$ cat config.mk
export PLATFORM = sky130hd
export DESIGN_NAME = fecp_core
export DESIGN_NICKNAME = d
export VERILOG_FILES = /design/src/inc/fecp_pkg.sv /design/src/inc/fecp_scr_if.sv /design/src/logic/fecp_scr.sv /design/src/logic/fecp_core.sv
export SDC_FILE = /design/constraint.sdc
export NUM_CORES = 1
export LEC_CHECK = 0
export ABC_AREA = 1
export BUFFER_PORTS_ARGS = -buffer_cell sky130_fd_sc_hd__buf_4
export CAP_MARGIN = 0
export CORE_MARGIN = 3
export CORE_UTILIZATION = 50
export CTS_BUF_LIST = sky130_fd_sc_hd__clkbuf_16
export DETAILED_ROUTE_END_ITERATION = 8
export PLACE_DENSITY_LB_ADDON = 0.3
export SLEW_MARGIN = 10
export SYNTH_ARGS = -nofsm -noshare
export SYNTH_HDL_FRONTEND = slang
export SYNTH_SLANG_ARGS = --single-unit
$ cat constraint.sdc
create_clock -name clk_i -period 2.1 [get_ports clk_i]
set_input_delay 0.21 -clock clk_i [delete_from_list [all_inputs] [get_ports clk_i]]
set_output_delay 0.21 -clock clk_i [all_outputs]
set_load 0.05 [all_outputs]
$ cat src/inc/fecp_pkg.sv
// constants, codes and types of the fast ethernet coding path
`default_nettype none
package fecp_pkg;
    localparam int LINE_MHZ  = 125;
    localparam int SYM_MHZ   = 25;
    localparam int MID_MHZ   = 31;
    localparam int SLOW_MHZ  = 10;
    localparam int DIV_MID   = 4;
    localparam int DIV_SYM   = LINE_MHZ / SYM_MHZ;
    localparam int ACC10_INC = 2;
    localparam int ACC10_MOD = 25;
    localparam int SYM_W     = 5;
    localparam int LFSR_W    = 11;
    localparam int TAP_A     = 10;
    localparam int TAP_B     = 8;
    localparam logic [10:0] LFSR_SEED = 11'h7FF;
    localparam logic [7:0]  DSC_LOCK_BITS = 8'h3C;
    localparam logic [7:0]  FEF_ONES = 8'h54;
    localparam logic [7:0]  FEF_CLEAR_RUN = 8'hAA;
    localparam logic [4:0]  SYM_IDLE = 5'h1F;
    localparam logic [4:0]  SYM_J    = 5'h18;
    localparam logic [4:0]  SYM_K    = 5'h11;
    localparam logic [4:0]  SYM_T    = 5'h0D;
    localparam logic [4:0]  SYM_R    = 5'h07;
    localparam logic [4:0]  SYM_H    = 5'h04;
    localparam logic [9:0]  SSD_PAT  = 10'h311;
    localparam logic [1:0]  SDC_COPPER = 2'h0;
    localparam logic [1:0]  SDC_FAULT  = 2'h1;
    localparam logic [1:0]  SDC_SIGNAL = 2'h2;
    localparam logic [1:0]  MLT_ZERO = 2'h0;
    localparam logic [1:0]  MLT_POS  = 2'h1;
    localparam logic [1:0]  MLT_NEG  = 2'h3;
    localparam logic [127:0] ENC_TAB = 128'h1D_1C_1B_1A_17_16_13_12_0F_0E_0B_0A_15_14_09_1E;

    typedef enum logic [2:0] {TX_IDLE, TX_K, TX_DATA, TX_R} fecp_tx_st_t;
    typedef enum logic [0:0] {RX_IDLE, RX_FRAME} fecp_rx_st_t;

    function automatic logic [4:0] fecp_enc(input logic [3:0] nib);
        fecp_enc = ENC_TAB[nib*8 +: 5];
    endfunction

    // bit 4 of the result flags a valid data code
    function automatic logic [4:0] fecp_dec(input logic [4:0] sym);
        logic [4:0] r;
        r = 5'h00;
        for (int i = 0; i < 16; i++) begin
            if (ENC_TAB[i*8 +: 5] == sym) begin
                r = {1'b1, 4'(i)};
            end
        end
        fecp_dec = r;
    endfunction
endpackage
`default_nettype wire

$ cat src/inc/fecp_scr_if.sv
// link between the coding core and one scrambler or descrambler
`timescale 1ns/1ns
`default_nettype none
interface fecp_scr_if;
    logic step;
    logic din;
    logic clear;
    logic dout;
    logic locked;
    modport core (input step, input din, input clear, output dout, output locked);
    modport user (output step, output din, output clear, input dout, input locked);
endinterface
`default_nettype wire

$ cat src/logic/fecp_scr.sv
// 11-bit lfsr scrambler, or self-synchronising descrambler
`timescale 1ns/1ns
`default_nettype none
module fecp_scr
    import fecp_pkg::*;
#(
    parameter bit DESCR = 1'b0
) (
    input  wire logic   clk_i,
    input  wire logic   nrst_i,
    input  wire logic   ce_i,
    fecp_scr_if.core    sif
);
    logic [LFSR_W-1:0] lfsr;
    logic [LFSR_W-1:0] next_lfsr;
    logic [7:0]        cnt;
    logic [7:0]        next_cnt;
    logic              lock;
    logic              next_lock;
    logic              key;

    assign key = lfsr[TAP_A] ^ lfsr[TAP_B];
    assign sif.dout = sif.din ^ key;
    assign sif.locked = lock | ~DESCR;

    always_comb begin
        next_lfsr = lfsr;
        next_cnt = cnt;
        next_lock = lock;
        if (sif.clear) begin
            next_lock = 1'b0;
            next_cnt = 8'h00;
        end else if (sif.step) begin
            if (DESCR && !lock) begin
                // idle carries all ones, so the line bit inverted is the key
                next_lfsr = {lfsr[LFSR_W-2:0], ~sif.din};
                if (sif.din == ~key) begin
                    next_cnt = cnt + 8'h01;
                    if (next_cnt == DSC_LOCK_BITS) begin
                        next_lock = 1'b1;
                    end
                end else begin
                    next_cnt = 8'h00;
                end
            end else begin
                next_lfsr = {lfsr[LFSR_W-2:0], key};
            end
        end
    end

    always_ff @(posedge clk_i or negedge nrst_i) begin
        if (!nrst_i) begin
            lfsr <= LFSR_SEED;
            cnt <= 8'h00;
            lock <= 1'b0;
        end else if (ce_i) begin
            lfsr <= next_lfsr;
            cnt <= next_cnt;
            lock <= next_lock;
        end
    end
endmodule
`default_nettype wire

$ cat src/logic/fecp_core.sv
// transmit and receive coding path of one 10/100 copper or fiber port
// Overview of operation
// MII nibbles from the MAC are serialised into a bit stream at line rate.
// transmit applies 4B/5B coding first, then scrambling.
// scrambled bits go NRZ to NRZI, then to three-level MLT3.
// receive recovers the bit clock from NRZI transitions.
// recovered clock turns the received NRZI back into NRZ.
// receive descrambles first, then 4B/5B decodes.
// decoded receive bits become MII nibbles toward the MAC.
// line, 31.25, 25 and 10 MHz timing ticks come from one reference.
// scrambling uses an 11-bit LFSR, copper mode only.
// the LFSR sequence is maximal, repeating after 2047 bits.
// descrambler applies the same sequence as the transmitter.
// fiber mode bypasses scrambling and MLT3 both ways.
// fiber mode skips auto-negotiation.
// fiber mode disables automatic pair crossover.
// low signal-detect level means copper; above 1V means fiber.
// mid signal-detect level means no fiber signal and far-end fault.
// high signal-detect level means fiber with signal detected.
// systems without fault signalling tie signal-detect high, forcing fiber.
// under far-end fault, idle carries 84 ones then one zero.
// received far-end fault forces link down; transmit stays normal.
// far-end fault is on after reset and can be disabled.
// polynomial x^11+x^9+1; descrambler locks on idle first.
// signal-detect arrives as synchronised three-value class code.
`timescale 1ns/1ns
`default_nettype none
module fecp_core
    import fecp_pkg::*;
#(
    parameter int BIT_CYC  = 16,
    parameter int LOS_BITS = 64
) (
    input  wire logic       clk_i,
    input  wire logic       nrst_i,
    input  wire logic       ce_i,
    input  wire logic       line_clk_i,
    input  wire logic       tx_en_i,
    input  wire logic       tx_er_i,
    input  wire logic [3:0] tx_d_i,
    output logic            tx_nib_stb_o,
    output logic            rx_nib_stb_o,
    output logic            rx_dv_o,
    output logic            rx_er_o,
    output logic [3:0]      rx_d_o,
    output logic [1:0]      tx_mlt3_o,
    output logic            tx_nrzi_o,
    input  wire logic [1:0] rx_mlt3_i,
    input  wire logic       rx_nrzi_i,
    input  wire logic [1:0] fiber_signal_detect_in_i,
    input  wire logic       fef_disable_i,
    output logic            fiber_mode_o,
    output logic            far_end_fault_o,
    output logic            far_end_fault_rx_o,
    output logic            link_up_o,
    output logic            autoneg_en_o,
    output logic            auto_mdix_en_o,
    output logic            tick_125_o,
    output logic            tick_31_o,
    output logic            tick_25_o,
    output logic            tick_10_o
);
    localparam logic [7:0] HALF = 8'(BIT_CYC / 2);
    localparam logic [7:0] LAST = 8'(BIT_CYC - 1);
    localparam logic [7:0] LOSN = 8'(LOS_BITS);

    fecp_scr_if tsif ();
    fecp_scr_if rsif ();
    fecp_scr #(.DESCR(1'b0)) u_scr (.clk_i(clk_i), .nrst_i(nrst_i), .ce_i(ce_i), .sif(tsif));
    fecp_scr #(.DESCR(1'b1)) u_dsc (.clk_i(clk_i), .nrst_i(nrst_i), .ce_i(ce_i), .sif(rsif));

    // synchronisers and timing ticks
    logic [5:0] sync1;
    logic [5:0] sync2;
    logic       lclk_d;
    logic [1:0] c31;
    logic [1:0] next_c31;
    logic [2:0] c25;
    logic [2:0] next_c25;
    logic [4:0] acc10;
    logic [4:0] next_acc10;
    logic [3:0] next_ticks;
    logic       bit_tick;
    logic       sym_tick;
    logic [1:0] sd_class;
    logic       fiber;
    logic       fef_en;
    logic       fef_gen;

    assign bit_tick = sync2[0] & ~lclk_d;
    assign sym_tick = bit_tick && (c25 == 3'h0);
    assign sd_class = sync2[5:4];
    assign fiber = (sd_class != SDC_COPPER);
    assign fef_en = ~fef_disable_i;
    assign fef_gen = fef_en && (sd_class == SDC_FAULT);

    always_comb begin
        next_c31 = c31;
        next_c25 = c25;
        next_acc10 = acc10;
        next_ticks = 4'h0;
        if (bit_tick) begin
            next_c31 = (c31 == 2'(DIV_MID - 1)) ? 2'h0 : c31 + 2'h1;
            next_c25 = (c25 == 3'(DIV_SYM - 1)) ? 3'h0 : c25 + 3'h1;
            next_acc10 = acc10 + 5'(ACC10_INC);
            next_ticks[0] = 1'b1;
            next_ticks[1] = (c31 == 2'h0);
            next_ticks[2] = (c25 == 3'h0);
            if (next_acc10 >= 5'(ACC10_MOD)) begin
                next_acc10 = next_acc10 - 5'(ACC10_MOD);
                next_ticks[3] = 1'b1;
            end
        end
    end

    always_ff @(posedge clk_i or negedge nrst_i) begin
        if (!nrst_i) begin
            sync1 <= 6'h00;
            sync2 <= 6'h00;
            lclk_d <= 1'b0;
            c31 <= 2'h0;
            c25 <= 3'h0;
            acc10 <= 5'h00;
            {tick_10_o, tick_25_o, tick_31_o, tick_125_o} <= 4'h0;
        end else if (ce_i) begin
            sync1 <= {fiber_signal_detect_in_i, rx_nrzi_i, rx_mlt3_i, line_clk_i};
            sync2 <= sync1;
            lclk_d <= sync2[0];
            c31 <= next_c31;
            c25 <= next_c25;
            acc10 <= next_acc10;
            {tick_10_o, tick_25_o, tick_31_o, tick_125_o} <= next_ticks;
        end
    end

    // transmit path
    fecp_tx_st_t tst;
    fecp_tx_st_t next_tst;
    logic [4:0]  tsh;
    logic [4:0]  next_tsh;
    logic [7:0]  fcnt;
    logic [7:0]  next_fcnt;
    logic        nrzi;
    logic        next_nrzi;
    logic [1:0]  mph;
    logic [1:0]  next_mph;
    logic [1:0]  next_mlt;
    logic [4:0]  sym;
    logic        in_idle;
    logic        nrz;
    logic        line_bit;

    always_comb begin
        next_tst = tst;
        sym = SYM_IDLE;
        tx_nib_stb_o = 1'b0;
        case (tst)
            TX_IDLE: begin
                if (tx_en_i) begin
                    sym = SYM_J;
                    next_tst = TX_K;
                    tx_nib_stb_o = sym_tick;
                end
            end
            TX_K: begin
                sym = SYM_K;
                next_tst = TX_DATA;
                tx_nib_stb_o = sym_tick;
            end
            TX_DATA: begin
                if (tx_en_i) begin
                    sym = tx_er_i ? SYM_H : fecp_enc(tx_d_i);
                    tx_nib_stb_o = sym_tick;
                end else begin
                    sym = SYM_T;
                    next_tst = TX_R;
                end
            end
            TX_R: begin
                sym = SYM_R;
                next_tst = TX_IDLE;
            end
            default: next_tst = TX_IDLE;
        endcase
        if (!sym_tick) begin
            next_tst = tst;
        end
        in_idle = (tst == TX_IDLE) && !(sym_tick && tx_en_i);
        next_tsh = tsh;
        next_fcnt = fcnt;
        nrz = tsh[4];
        if (sym_tick) begin
            nrz = sym[4];
            next_tsh = {sym[3:0], 1'b0};
        end else if (bit_tick) begin
            next_tsh = {tsh[3:0], 1'b0};
        end
        if (bit_tick && in_idle && fef_gen) begin
            nrz = (fcnt != FEF_ONES);
            next_fcnt = (fcnt == FEF_ONES) ? 8'h00 : fcnt + 8'h01;
        end
        tsif.step = bit_tick;
        tsif.din = nrz;
        tsif.clear = 1'b0;
        line_bit = fiber ? nrz : tsif.dout;
        next_nrzi = nrzi;
        next_mph = mph;
        if (bit_tick && line_bit) begin
            next_nrzi = ~nrzi;
            next_mph = mph + 2'h1;
        end
        case (next_mph)
            2'h1: next_mlt = MLT_POS;
            2'h3: next_mlt = MLT_NEG;
            default: next_mlt = MLT_ZERO;
        endcase
        if (fiber) begin
            next_mlt = MLT_ZERO;
        end
    end

    always_ff @(posedge clk_i or negedge nrst_i) begin
        if (!nrst_i) begin
            tst <= TX_IDLE;
            tsh <= SYM_IDLE;
            fcnt <= 8'h00;
            nrzi <= 1'b0;
            mph <= 2'h0;
            tx_mlt3_o <= MLT_ZERO;
        end else if (ce_i) begin
            tst <= next_tst;
            tsh <= next_tsh;
            fcnt <= next_fcnt;
            nrzi <= next_nrzi;
            mph <= next_mph;
            tx_mlt3_o <= next_mlt;
        end
    end

    assign tx_nrzi_o = nrzi;

    // receive path
    fecp_rx_st_t rst_q;
    fecp_rx_st_t next_rst;
    logic [1:0]  lv;
    logic [1:0]  lv_prev;
    logic [1:0]  next_lv_prev;
    logic [1:0]  samp;
    logic [1:0]  next_samp;
    logic [7:0]  ph;
    logic [7:0]  next_ph;
    logic [7:0]  los;
    logic [7:0]  next_los;
    logic [9:0]  win;
    logic [9:0]  next_win;
    logic [2:0]  sc;
    logic [2:0]  next_sc;
    logic [7:0]  ones;
    logic [7:0]  next_ones;
    logic        rfef;
    logic        next_rfef;
    logic        rx_tick;
    logic        rbit;
    logic        plain;
    logic        lost;
    logic [4:0]  dec;
    logic [3:0]  next_rd;
    logic        next_dv;
    logic        next_er;
    logic        next_stb;
    logic        next_link;

    assign lv = fiber ? {1'b0, sync2[3]} : sync2[2:1];
    assign lost = (los >= LOSN);

    always_comb begin
        next_lv_prev = lv;
        next_ph = (ph == LAST) ? 8'h00 : ph + 8'h01;
        if (lv != lv_prev) begin
            next_ph = 8'h00;
        end
        rx_tick = (ph == HALF);
        rbit = (lv != samp);
        next_samp = rx_tick ? lv : samp;
        next_los = los;
        if (rx_tick) begin
            next_los = rbit ? 8'h00 : (lost ? los : los + 8'h01);
        end
        rsif.step = rx_tick;
        rsif.din = rbit;
        rsif.clear = lost || fiber;
        plain = fiber ? rbit : rsif.dout;
        next_win = win;
        next_sc = sc;
        next_rst = rst_q;
        next_rd = rx_d_o;
        next_dv = rx_dv_o;
        next_er = 1'b0;
        next_stb = 1'b0;
        next_ones = ones;
        next_rfef = rfef;
        dec = 5'h00;
        if (rx_tick) begin
            next_win = {win[8:0], plain};
            next_ones = plain ? ((ones == 8'hFF) ? ones : ones + 8'h01) : 8'h00;
            if (!plain && rst_q == RX_IDLE && ones == FEF_ONES) begin
                next_rfef = 1'b1;
            end else if (ones >= FEF_CLEAR_RUN) begin
                next_rfef = 1'b0;
            end
            case (rst_q)
                RX_IDLE: begin
                    if (next_win == SSD_PAT && (rsif.locked || fiber)) begin
                        next_rst = RX_FRAME;
                        next_sc = 3'h0;
                    end
                end
                RX_FRAME: begin
                    next_sc = (sc == 3'(SYM_W - 1)) ? 3'h0 : sc + 3'h1;
                    if (sc == 3'(SYM_W - 1)) begin
                        dec = fecp_dec(next_win[4:0]);
                        if (next_win[4:0] == SYM_T || next_win[4:0] == SYM_IDLE) begin
                            next_rst = RX_IDLE;
                            next_dv = 1'b0;
                        end else begin
                            next_stb = 1'b1;
                            next_dv = 1'b1;
                            next_er = ~dec[4];
                            next_rd = dec[3:0];
                        end
                    end
                end
                default: next_rst = RX_IDLE;
            endcase
        end
        if (lost) begin
            next_rst = RX_IDLE;
            next_dv = 1'b0;
        end
        if (!fiber) begin
            next_rfef = 1'b0;
        end
        if (fiber) begin
            next_link = (sd_class != SDC_FAULT) && !lost && !(fef_en && rfef);
        end else begin
            next_link = rsif.locked && !lost;
        end
    end

    always_ff @(posedge clk_i or negedge nrst_i) begin
        if (!nrst_i) begin
            rst_q <= RX_IDLE;
            lv_prev <= 2'h0;
            samp <= 2'h0;
            ph <= 8'h00;
            los <= 8'h00;
            win <= 10'h000;
            sc <= 3'h0;
            ones <= 8'h00;
            rfef <= 1'b0;
            rx_d_o <= 4'h0;
            rx_dv_o <= 1'b0;
            rx_er_o <= 1'b0;
            rx_nib_stb_o <= 1'b0;
            link_up_o <= 1'b0;
        end else if (ce_i) begin
            rst_q <= next_rst;
            lv_prev <= next_lv_prev;
            samp <= next_samp;
            ph <= next_ph;
            los <= next_los;
            win <= next_win;
            sc <= next_sc;
            ones <= next_ones;
            rfef <= next_rfef;
            rx_d_o <= next_rd;
            rx_dv_o <= next_dv;
            rx_er_o <= next_er;
            rx_nib_stb_o <= next_stb;
            link_up_o <= next_link;
        end
    end

    // mode outputs follow the synchronised class code
    assign fiber_mode_o = fiber;
    assign far_end_fault_o = fef_gen;
    assign far_end_fault_rx_o = rfef && fef_en;
    assign autoneg_en_o = ~fiber;
    assign auto_mdix_en_o = ~fiber;
endmodule
`default_nettype wire

# Word-level counts from Yosys, hierarchy flattened
# Cells that the tools add are included.
[totals]
regBits = 129
inputBits = 16
output_inout_bits = 21
word_cells = 243
[op_classes]
add_sub_neg = 11
n_lt_le_gt_ge = 3
eq_ne = 47
n_shift = 1
mux = 85
bitwise = 15
n_reduce_logical = 47
[ops]
columns = ["operator", "count"]
rows = [
  ["128-bit by 8-bit indexed part select with 5-bit output (first input constant)", 1],
  ["5-bit two-way mux", 24],
  ["8-bit two-way mux", 11],
  ["5-bit == test (first input constant)", 11],
  ["8-bit by 1-bit adder with 8-bit output (second input constant)", 5],
  ["1-bit two-way mux", 33],
  ["4-bit by 5-bit == test with 1-bit output (first input constant)", 5],
  ["5-bit case mux with 4 select lines", 1],
  ["3-bit two-way mux", 6],
  ["3-bit AND reduction", 6],
  ["8-bit by 4-bit == test with 1-bit output (second input constant)", 2],
  ["8-bit by 7-bit == test with 1-bit output (second input constant)", 2],
  ["1-bit logical AND", 14],
  ["2-bit AND reduction", 7],
  ["2-bit nonzero test", 6],
  ["10-bit == test (second input constant)", 1],
  ["2-bit inequality test (second input constant)", 5],
  ["1-bit inverter", 10],
  ["3-bit case mux with 3 select lines", 1],
  ["8-bit by 6-bit == test with 1-bit output (second input constant)", 1],
  ["8-bit == test (second input constant)", 1],
  ["8-bit by 7-bit >= comparator with 1-bit output (second input constant)", 1],
  ["8-bit >= comparator (second input constant)", 1],
  ["2-bit two-way mux", 4],
  ["30 further kinds", 50],
]

# Logic depth before layout (Yosys ltp)
# Gate-level depths: netlist of the first run.
[logic_depth]
word_depth = 30
ltp_mapped = 17
ltp_nobuf = 17

# Hierarchy
# From an unflattened synthesis of the first run, not the netlist that was laid out.
[unflattened]
hier_cells = 841
hier_area_um2 = 6941.7
[by_module_without_submodules]
columns = ["module", "instances", "cells_per_inst", "area_each_um2"]
rows = [
  ["fecp_core", 1, 653, 5403.9],
  ["fecp_scr (u_dsc)", 1, 125, 1032.2],
  ["fecp_scr (u_scr)", 1, 63, 505.5],
]

# Worst setup path after synthesis of the first run
# Ideal clock, no wire load.
[synth_path]
path_kind = "register to register"
startpoint = "register sync2[5]"
endpoint = "register fcnt[6]"
setup_ns = 0.082
arrival_time_ns = 2.237
required_time_ns = 2.018
path_slack_ns = -0.219
path_stages_with_launch = 10
path_buffers = 0
synth_period_minus_slack_ns = 2.319
cell_sequence = "dfrtp_1 -> nor3_2 -> nand3_1 -> a21oi_2 -> nand2_2 -> nor3_2 -> nand3_1 -> o21ai_0 -> o21ai_0 -> a31oi_1"
[synth_between]
elab_chain_cells = 4
[synth_lines]
columns = ["element", "line", "source"]
rows = [
  ["from (decl)", "fecp_core.sv:74", "logic [5:0] sync2;"],
  ["from (signal assigned)", "fecp_core.sv:127", "sync2 <= sync1;"],
  ["2-bit by 1-bit == test with 1-bit output", "fecp_core.sv:95", "assign fef_gen = fef_en && (sd_class == SDC_FAULT);"],
  ["1-bit logical AND", "fecp_core.sv:95", ""],
  ["named net far_end_fault_o", "fecp_core.sv:53", "output logic far_end_fault_o,"],
  ["1-bit logical AND", "fecp_core.sv:198", "if (bit_tick && in_idle && fef_gen) begin"],
  ["2-bit AND reduction (no line)", "--", ""],
  ["to (signal assigned)", "fecp_core.sv:233", "fcnt <= next_fcnt;"],
  ["to (decl)", "fecp_core.sv:141", "logic [7:0] fcnt;"],
]
# The timed path passes the listed nets, and every way through them passes these cells.
# A chain may end at the register's enable or synchronous reset.

# Worst setup path in the final report of the first run
[layout_path]
startpoint = "register ph[1]"
endpoint = "register los[4]"
[layout_between]
elab_chain_cells = 2
[layout_lines]
columns = ["element", "line", "source"]
rows = [
  ["from (decl)", "fecp_core.sv:250", "logic [7:0] ph;"],
  ["from (signal assigned)", "fecp_core.sv:370", "ph <= next_ph;"],
  ["8-bit by 4-bit == test with 1-bit output", "fecp_core.sv:282", "rx_tick = (ph == HALF);"],
  ["3-bit AND reduction (no line)", "--", ""],
  ["to (signal assigned)", "fecp_core.sv:371", "los <= next_los;"],
  ["to (decl)", "fecp_core.sv:252", "logic [7:0] los;"],
]
# No other way between the ends.

==> results of run 1 <==
==> how the worst max path moves through the flow <==
stage | startpoint | to | slack [ps] | cells past startpoint
4_1_cts | sync2[4] | ones[2] | 10 | 12
2_1_floorplan | sync2[5] | sc[2] | -2 | 17
6_report | ph[1] | los[4] | 40 | 12
3_3_place_gp | tst[1] | mph[0] | 100 | 12
5_1_grt | ph[1] | los[6] | -90 | 12
3_5_place_dp | tst[0] | mph[0] | -0.2 | 13
==> placed cells by master, fill, tap and decap left out, types with 14 or more instances in the layout <==
| master | n |
|---|---|
| nand4_1 | 23 |
| xor2_1 | 19 |
| inv_2 | 17 |
| clkbuf_16 | 17 |
| nand2_1 | 204 |
| o21ai_0 | 58 |
| nor2_1 | 47 |
| ha_1 | 19 |
| dfstp_2 | 27 |
| nand3_1 | 30 |
| nor3_1 | 16 |
| inv_1 | 79 |
| dfrtp_1 | 99 |
| nand2_2 | 14 |
| a21oi_1 | 20 |
| buf_4 | 85 |
==> state kept, by name (all words and copies together) (netlist names), 4 cells and up <==
register,flops
sync2,6
fcnt,8
tsh,5
u_scr.lfsr,11
los,8
rx_d_o,4
ph,8
acc10,5
u_dsc.cnt,8
ones,8
u_dsc.lfsr,11
win,9
sync1,6
==> cells by family after synthesis <==
kind of cell	after synthesis	synth area share [%]
xor gates and xnor gates	26	3.43
AOI/OAI and AO/OA	115	9.60
adders and majority gates	25	4.71
and+or+nand+nor	389	26.6
buffers and inverters	118	6.99
DFF	128	48.7
==> repair_timing <==
action                     CTS  global route
resized for setup           11            70
hold buffers                 6             0
buffers inserted             0            32
gates cloned                 0             1
hold endpoints to repair    40             0
setup endpoints to repair    7            35
pin swaps                    1            37
==> synth_stat cells, types with 2 or more instances <==
master    number  area share (%)
nand2_1      216              12
dfrtp_1      101              38
inv_1         90             5.1
o21ai_0       60             4.5
nor2_1        54             3.1
nand3_1       36             2.7
dfstp_2       27              11
ha_1          25             4.7
nand4_1       23             2.2
a21oi_1       22             1.7
xor2_1        19             2.5
nor3_1        18             1.4
clkbuf_1      15            0.85
nor4_1         7            0.66
o21ai_1        7            0.53
xnor2_1        7            0.92
nand2_2        6            0.57
nand3b_1       6            0.68
o211ai_1       6            0.68
o31ai_1        6            0.68
inv_2          5            0.28
nand3_2        5            0.75
a31oi_1        4            0.38
o22ai_1        4            0.38
buf_4          3            0.34
nor3_2         3            0.45
nor3b_1        3            0.34
or2_2          3            0.28
a22o_1         2            0.26
buf_2          2            0.15
nand2_4        2            0.34
nor2_4         2            0.34
nor4_2         2            0.38
==> worst register-to-register path, cell delays in order, from the launching register on <==
cell and delay [ps]:
dfrtp_1 410, inv_2 100, ha_4 130, inv_2 40, nor4_4 210, nand2_2 180, buf_12 190, nor2_4 110
o21ai_2 80, nor2_2 160, and3_4 220, buf_6 90, nor3_1 30
==> layout make-up <==
cell class | count | area (um2)
inverter | 96 | 363
sequential | 128 | 3240
multi-input combinational | 556 | 3230
tap | 172 | 215
fill | 1009 | 4410
timing repair buffer | 97 | 792
clock inverter | 15 | 154
clock buffer | 17 | 425
==> metal layers <==
| metal | vias up | track usage, % | wire [um] |
|---|---|---|---|
| met3 | 32 | 4.80 | 736 |
| met4 | 0 | 7.84 | 298 |
| met2 | 150 | 35.3 | 7890 |
| met1 | 2836 | 26.8 | 6720 |
| li1 | 2804 | - | - |
| met5 | - | 0 | 0 |
==> per-stage QoR <==
step / instance area (um2) / setup slack [ps] / total power, mW
after floorplan: 6660 / -1.78 / 4.35
after global placement: 7240 / 95.3 / 4.76
after detailed placement: 7240 / -0.244 / 4.88
after CTS: 7920 / 9.63 / 7.87
after global routing: 8420 / -86.5 / 8.87
final: 8420 / 35.1 / 8.44
==> power groups by stage <==
stage          clock (mW)  sequential, mW  combinational, mW
2_1_floorplan           0            3.17               1.18
3_3_place_gp            0            3.11               1.65
5_1_grt              3.05            3.18               2.64
6_report             2.89            3.13               2.42
4_1_cts              2.94            3.10               1.83
3_5_place_dp            0            3.13               1.75
==> metrics.md, run 1 <==
| Metric | Value |
|---|---|
| Library cells used by synthesis | `43` |
| WL/cell | `between 10 and 15 um` |
| Hold path endpoint | `sync1[5]` |
| R2R setup slack | `40 ps` |
| Hold slack final | `between 30 and 40 ps` |
| Critical Path Sink Type | `register` |
| Routed vias/inst | `between 5 and 6` |
| Max Root-Sink Buffers | `2` |
| Gpl congestion | `a little under 0.9` |
| # DRC | `0` |
| Switching power | `between 2 and 3 mW` |
| Post-Synthesis Cells | `~800` |
| Die H | `between 100 and 150 um` |
| Syn nets | `842` |
| Power density over cell area | `1000 nW/um2` |
| Vias in the first global route | `about 5,400` |
| Buf+Inv Stages, Crit Path | `4` |
| Final Core Density | `around two thirds` |
| Max incr delay on CP | `410 ps` |
| Die area | `14,700 um2` |
| Critical path startpoint category | `register` |
| Most frequent CP cell | `inv_2` |
| Setup TNS | `0 ps` |
| Number of synthesized flops with an enable pin | `0` |
| Synth warnings | `0` |
| Slowest CP cell | `dfrtp_1` |
| CTS sink cnt | `roughly 130` |
| RSZ-0062 raised after global routing | `true` |
| Fmax | `0.484 GHz` |
| Die W | `around 120 um` |
| Tightest Pin Transition | `537 ps` |
| GRT Total Usage | `21.1%` |
| Hold path start | `fiber_signal_detect_in_i[1]` |
| Clock Root Buffer | `clkbuf_16` |
| Post-Syn Area per Cell | `just over 8 um2` |
| Initial antenna violation count | `0` |
| Global-route wire length before repair | `24,800 um` |
| Antenna cells | `0` |
| Detailed placement HPWL | `around 10,000 um` |
| Cells on worst reg2reg path | `12` |
| Htree depth | `4` |
| CORE AREA | `12,800 um2` |
| Part of the power in registers | `a little under two fifths` |
| Worst vdd ir | `between 0.7 and 0.8 mV` |
| Remaining global-route overflow | `0` |
| Period utilisation layout | `a little over nine tenths` |
| Async S/R FF share, synth | `100%` |
| Inserted Clock Buffers | `17` |
| Final nets | `937` |
| Clock share of power | `34.3%` |
| Switch share | `around 34%` |
| Netlist Area Pre-Place | `6640 um2` |
| Initial Utilization | `51.8%` |
| Final wirelength | `~16,000 um` |
| Layout Cells excl Fill | `1,081` |
| Vias | `5,822` |
| R2R Path Start | `ph[1]` |
| CTS tree | `done` |
| Slew headroom | `roughly 64%` |
| Hold violation total from the final report | `0` |
| Slew Limit Fails | `0` |
| Period minus WS final | `roughly 2100 ps` |
| CP max FO | `7` |
| Post-synthesis sequential area ratio | `just under 50%` |
| Clock skew | `~9.4 ps` |
| Status | `complete, no violations` |
| Register bit total from synthesis | `~130` |
| WHS Path Cells | `3` |
| Count of final setup violators | `0` |
| IO Count | `37` |
| CP Class | `register to register` |
| Internal power | `approximately 5.6 mW` |
| Hold Path Class | `input pin to register` |
| Worst-path cell chain | `inv_2 -> ha_4 -> inv_2 -> nor4_4 -> nand2_2 -> buf_12 -> nor2_4 -> o21ai_2 -> nor2_2 -> and3_4 -> buf_6 -> nor3_1` |
| Comb pwr share | `between 20% and 30%` |
| WP data arrival | `roughly 2400 ps` |
| Reg-to-Reg End | `los[4]` |
| Leakage | `just over 4 nW` |
| Cells after DPL | `between 1,000 and 1,500` |
| Port Buffers | `36` |
| Iteration-0 DRC Markers | `464` |
| Clock transition at path regs | `about 60 ps` |
| Syn-to-layout area delta | `26.7%` |
| Synth Flop Type | `dfrtp_1` |
| WP data required | `between 2000 and 2500 ps` |
| Clock Latency Late Sink | `about 420 ps` |
| Largest net degree at the start of global routing | `40` |
| Layout cells sized above 1 | `about 25%` |
| ANT nets after route | `0` |
| Max cap viols | `0` |
| CP top delay family | `simple AND/OR/NAND/NOR gates` |
| DR pass1 iterations | `7` |
| FP Rows | `just over 40` |
(Power assumes the default switching activity.)
==> run 2, diff against run 1 <==
- CORE_UTILIZATION: 50 -> 60
==> metrics.md, run 2 (synthesis results as in run 1) <==
| Metric | Value |
|---|---|
| WL/cell | `15.1 um (+4.6%)` |
| Htree depth | `4 (unchanged)` |
| Initial Utilization | `62.9% (+11 points)` |
| Final nets | `922 (-1.6%)` |
| Max incr delay on CP | `450 ps (+40 ps)` |
| Global-route wire length before repair | `25,300 um (+2.0%)` |
| Fmax | `0.483 GHz (-0.34%)` |
| Remaining global-route overflow | `0 (unchanged)` |
| Antenna cells | `0 (unchanged)` |
| WP data arrival | `1860 ps (-520 ps)` |
| Detailed placement HPWL | `10,100 um (-1.7%)` |
| Routed vias/inst | `5.61 (+4.2%)` |
| Port Buffers | `36 (unchanged)` |
| CTS tree | `done` |
| Hold Path Class | `input pin to register` |
| Initial antenna violation count | `0 (unchanged)` |
| CTS sink cnt | `128 (unchanged)` |
| GRT Total Usage | `24.9% (+3.8 points)` |
| Hold path start | `fiber_signal_detect_in_i[1]` |
| Critical Path Sink Type | `output pin` |
| Most frequent cells in the layout | `nand2_1, dfrtp_1, inv_1` |
| # DRC | `0 (unchanged)` |
| Slowest CP cell | `dfrtp_2` |
| Die area | `12,400 um2 (-16%)` |
| Critical path startpoint category | `register` |
| Tightest Pin Transition | `562 ps (+24.9 ps)` |
| Inserted Clock Buffers | `17 (unchanged)` |
| Max cap viols | `0 (unchanged)` |
| Clock Root Buffer | `clkbuf_16` |
| Leakage | `3.96 nW (-1.6%)` |
| Worst setup startpoint | `tst[1]` |
| Final wirelength | `15,600 um (-0.34%)` |
| Die H | `111 um (-8.3%)` |
| IO Count | `37 (unchanged)` |
| Count of final setup violators | `0 (unchanged)` |
| Status | `complete, no violations` |
| Design Power | `8.27 mW (-2.1%)` |
| Power density over cell area | `1010 nW/um2 (+0.30%)` |
| Period utilisation layout | `98.7% (+0.34 points)` |
| ANT nets after route | `0 (unchanged)` |
| Most common library cell in the layout ignoring fill and taps | `nand2_1` |
| Max Root-Sink Buffers | `2 (unchanged)` |
| Top flop regs | `u_dsc.lfsr x11, u_scr.lfsr x11, win x9` |
| RSZ-0062 raised after global routing | `true` |
| Final Core Density | `77.9% (+12 points)` |
| Buf+Inv Stages, Crit Path | `3 (-1)` |
| Slew headroom | `62.5% (-1.7 points)` |
| Die W | `111 um (-8.3%)` |
| Period minus WS final | `2070 ps (+7.04 ps)` |
| CP max FO | `4 (-3)` |
| Syn-to-layout area delta | `23.7%` |
| Clock Latency Late Sink | `430 ps (about the same)` |
| Worst-path cell chain | `buf_4 -> ha_4 -> nor2_4 -> inv_2 -> a21oi_1 -> nor3_4 -> buf_6` |
| Largest net degree at the start of global routing | `43 (+7.5%)` |
| Hold violation total from the final report | `0 (unchanged)` |
| DR pass1 iterations | `6 (-1)` |
| R2R Path Start | `tst[1]` |
| WP data required | `1890 ps (-520 ps)` |
| FP Rows | `37 (-9.8%)` |
| Iteration-0 DRC Markers | `450 (-3.0%)` |
| CP top delay family | `flip-flops` |
| CP Class | `register to output pin` |
| CORE AREA | `10,600 um2 (-18%)` |
| Vias | `5,780 (-0.72%)` |
| Clock transition at path regs | `60 ps (about the same)` |
| Slew Limit Fails | `0 (unchanged)` |
| Gpl congestion | `0.950 (+7.9%)` |
| Vias in the first global route | `5,582 (+3.2%)` |
| Layout cells sized above 1 | `22.7% (-2.6 points)` |
| Clock skew | `10.1 ps (+0.715 ps)` |
| Hold slack final | `13.1 ps (-17.5 ps)` |
| Worst vdd ir | `0.800 mV (+2.7%)` |
run 2: per-layer routing:
layer | global-route usage (%) | routed length (um) | vias to the layer above
li1 | - | - | 2784
met1 | 30.9 | 6620 | 2786
met2 | 42.4 | 7850 | 177
met3 | 5.13 | 826 | 33
met4 | 10.3 | 290 | 0
met5 | 0 | 0 | -
run 2: layout make-up:
type	instances	area (um2)
Timing Repair Buffer	83	671
Clock inverter	15	143
Multi-Input combinational cell	555	3210
Clock buffer	17	425
Fill cell	664	2340
Inverter	96	363
Tap cell	136	170
Sequential cell	128	3240
run 2: through the flow:
| stage | setup TNS, ps | area, um2 | worst slack, ps | cells |
|---|---|---|---|---|
| global route | -1110 | 8220 | -117 | 1030 |
| CTS | -39.2 | 7840 | -14.3 | 1011 |
| global placement | 0 | 7190 | 90.1 | 973 |
| floorplan | -1.78 | 6660 | -1.78 | 801 |
| finish | 0 | 8220 | 28.0 | 1030 |
| detailed placement | -236 | 7190 | -54.5 | 973 |
run 2: worst paths after layout:
path                            endpoint  slack (ps)  cells past startpoint
setup / recovery            tx_nib_stb_o          30                      7
hold / removal                  sync1[5]          10                      3
setup reg to reg                 fcnt[6]          30                     10
hold reg to reg                   tsh[0]         450                      2
max in group asynchronous  u_scr.lfsr[2]        1090                      3
min in group asynchronous         win[5]         330                      2
run 2: power breakdown:
| part | total (mW) | internal [mW] | leakage, nW | switching, mW |
|---|---|---|---|---|
| registers | 3.14 | 2.82 | 1.56 | 0.329 |
| logic | 2.26 | 0.856 | 2.10 | 1.40 |
| clock network | 2.86 | 1.82 | 0.303 | 1.05 |
run 2: tightest hold or removal path, cell delays in order:
cell and delay (ps):
buf_4 90, nand2_1 50, nand2_1 60
run 2: timing repair:
| action | 4_1_cts | 5_1_grt |
|---|---|---|
| setup buffers | 0 | 19 |
| hold buffers | 6 | 0 |
| hold endpoints to repair | 38 | 0 |
| pin swaps | 1 | 31 |
| resized for setup | 9 | 61 |
| endpoints found under the setup margin | 13 | 39 |
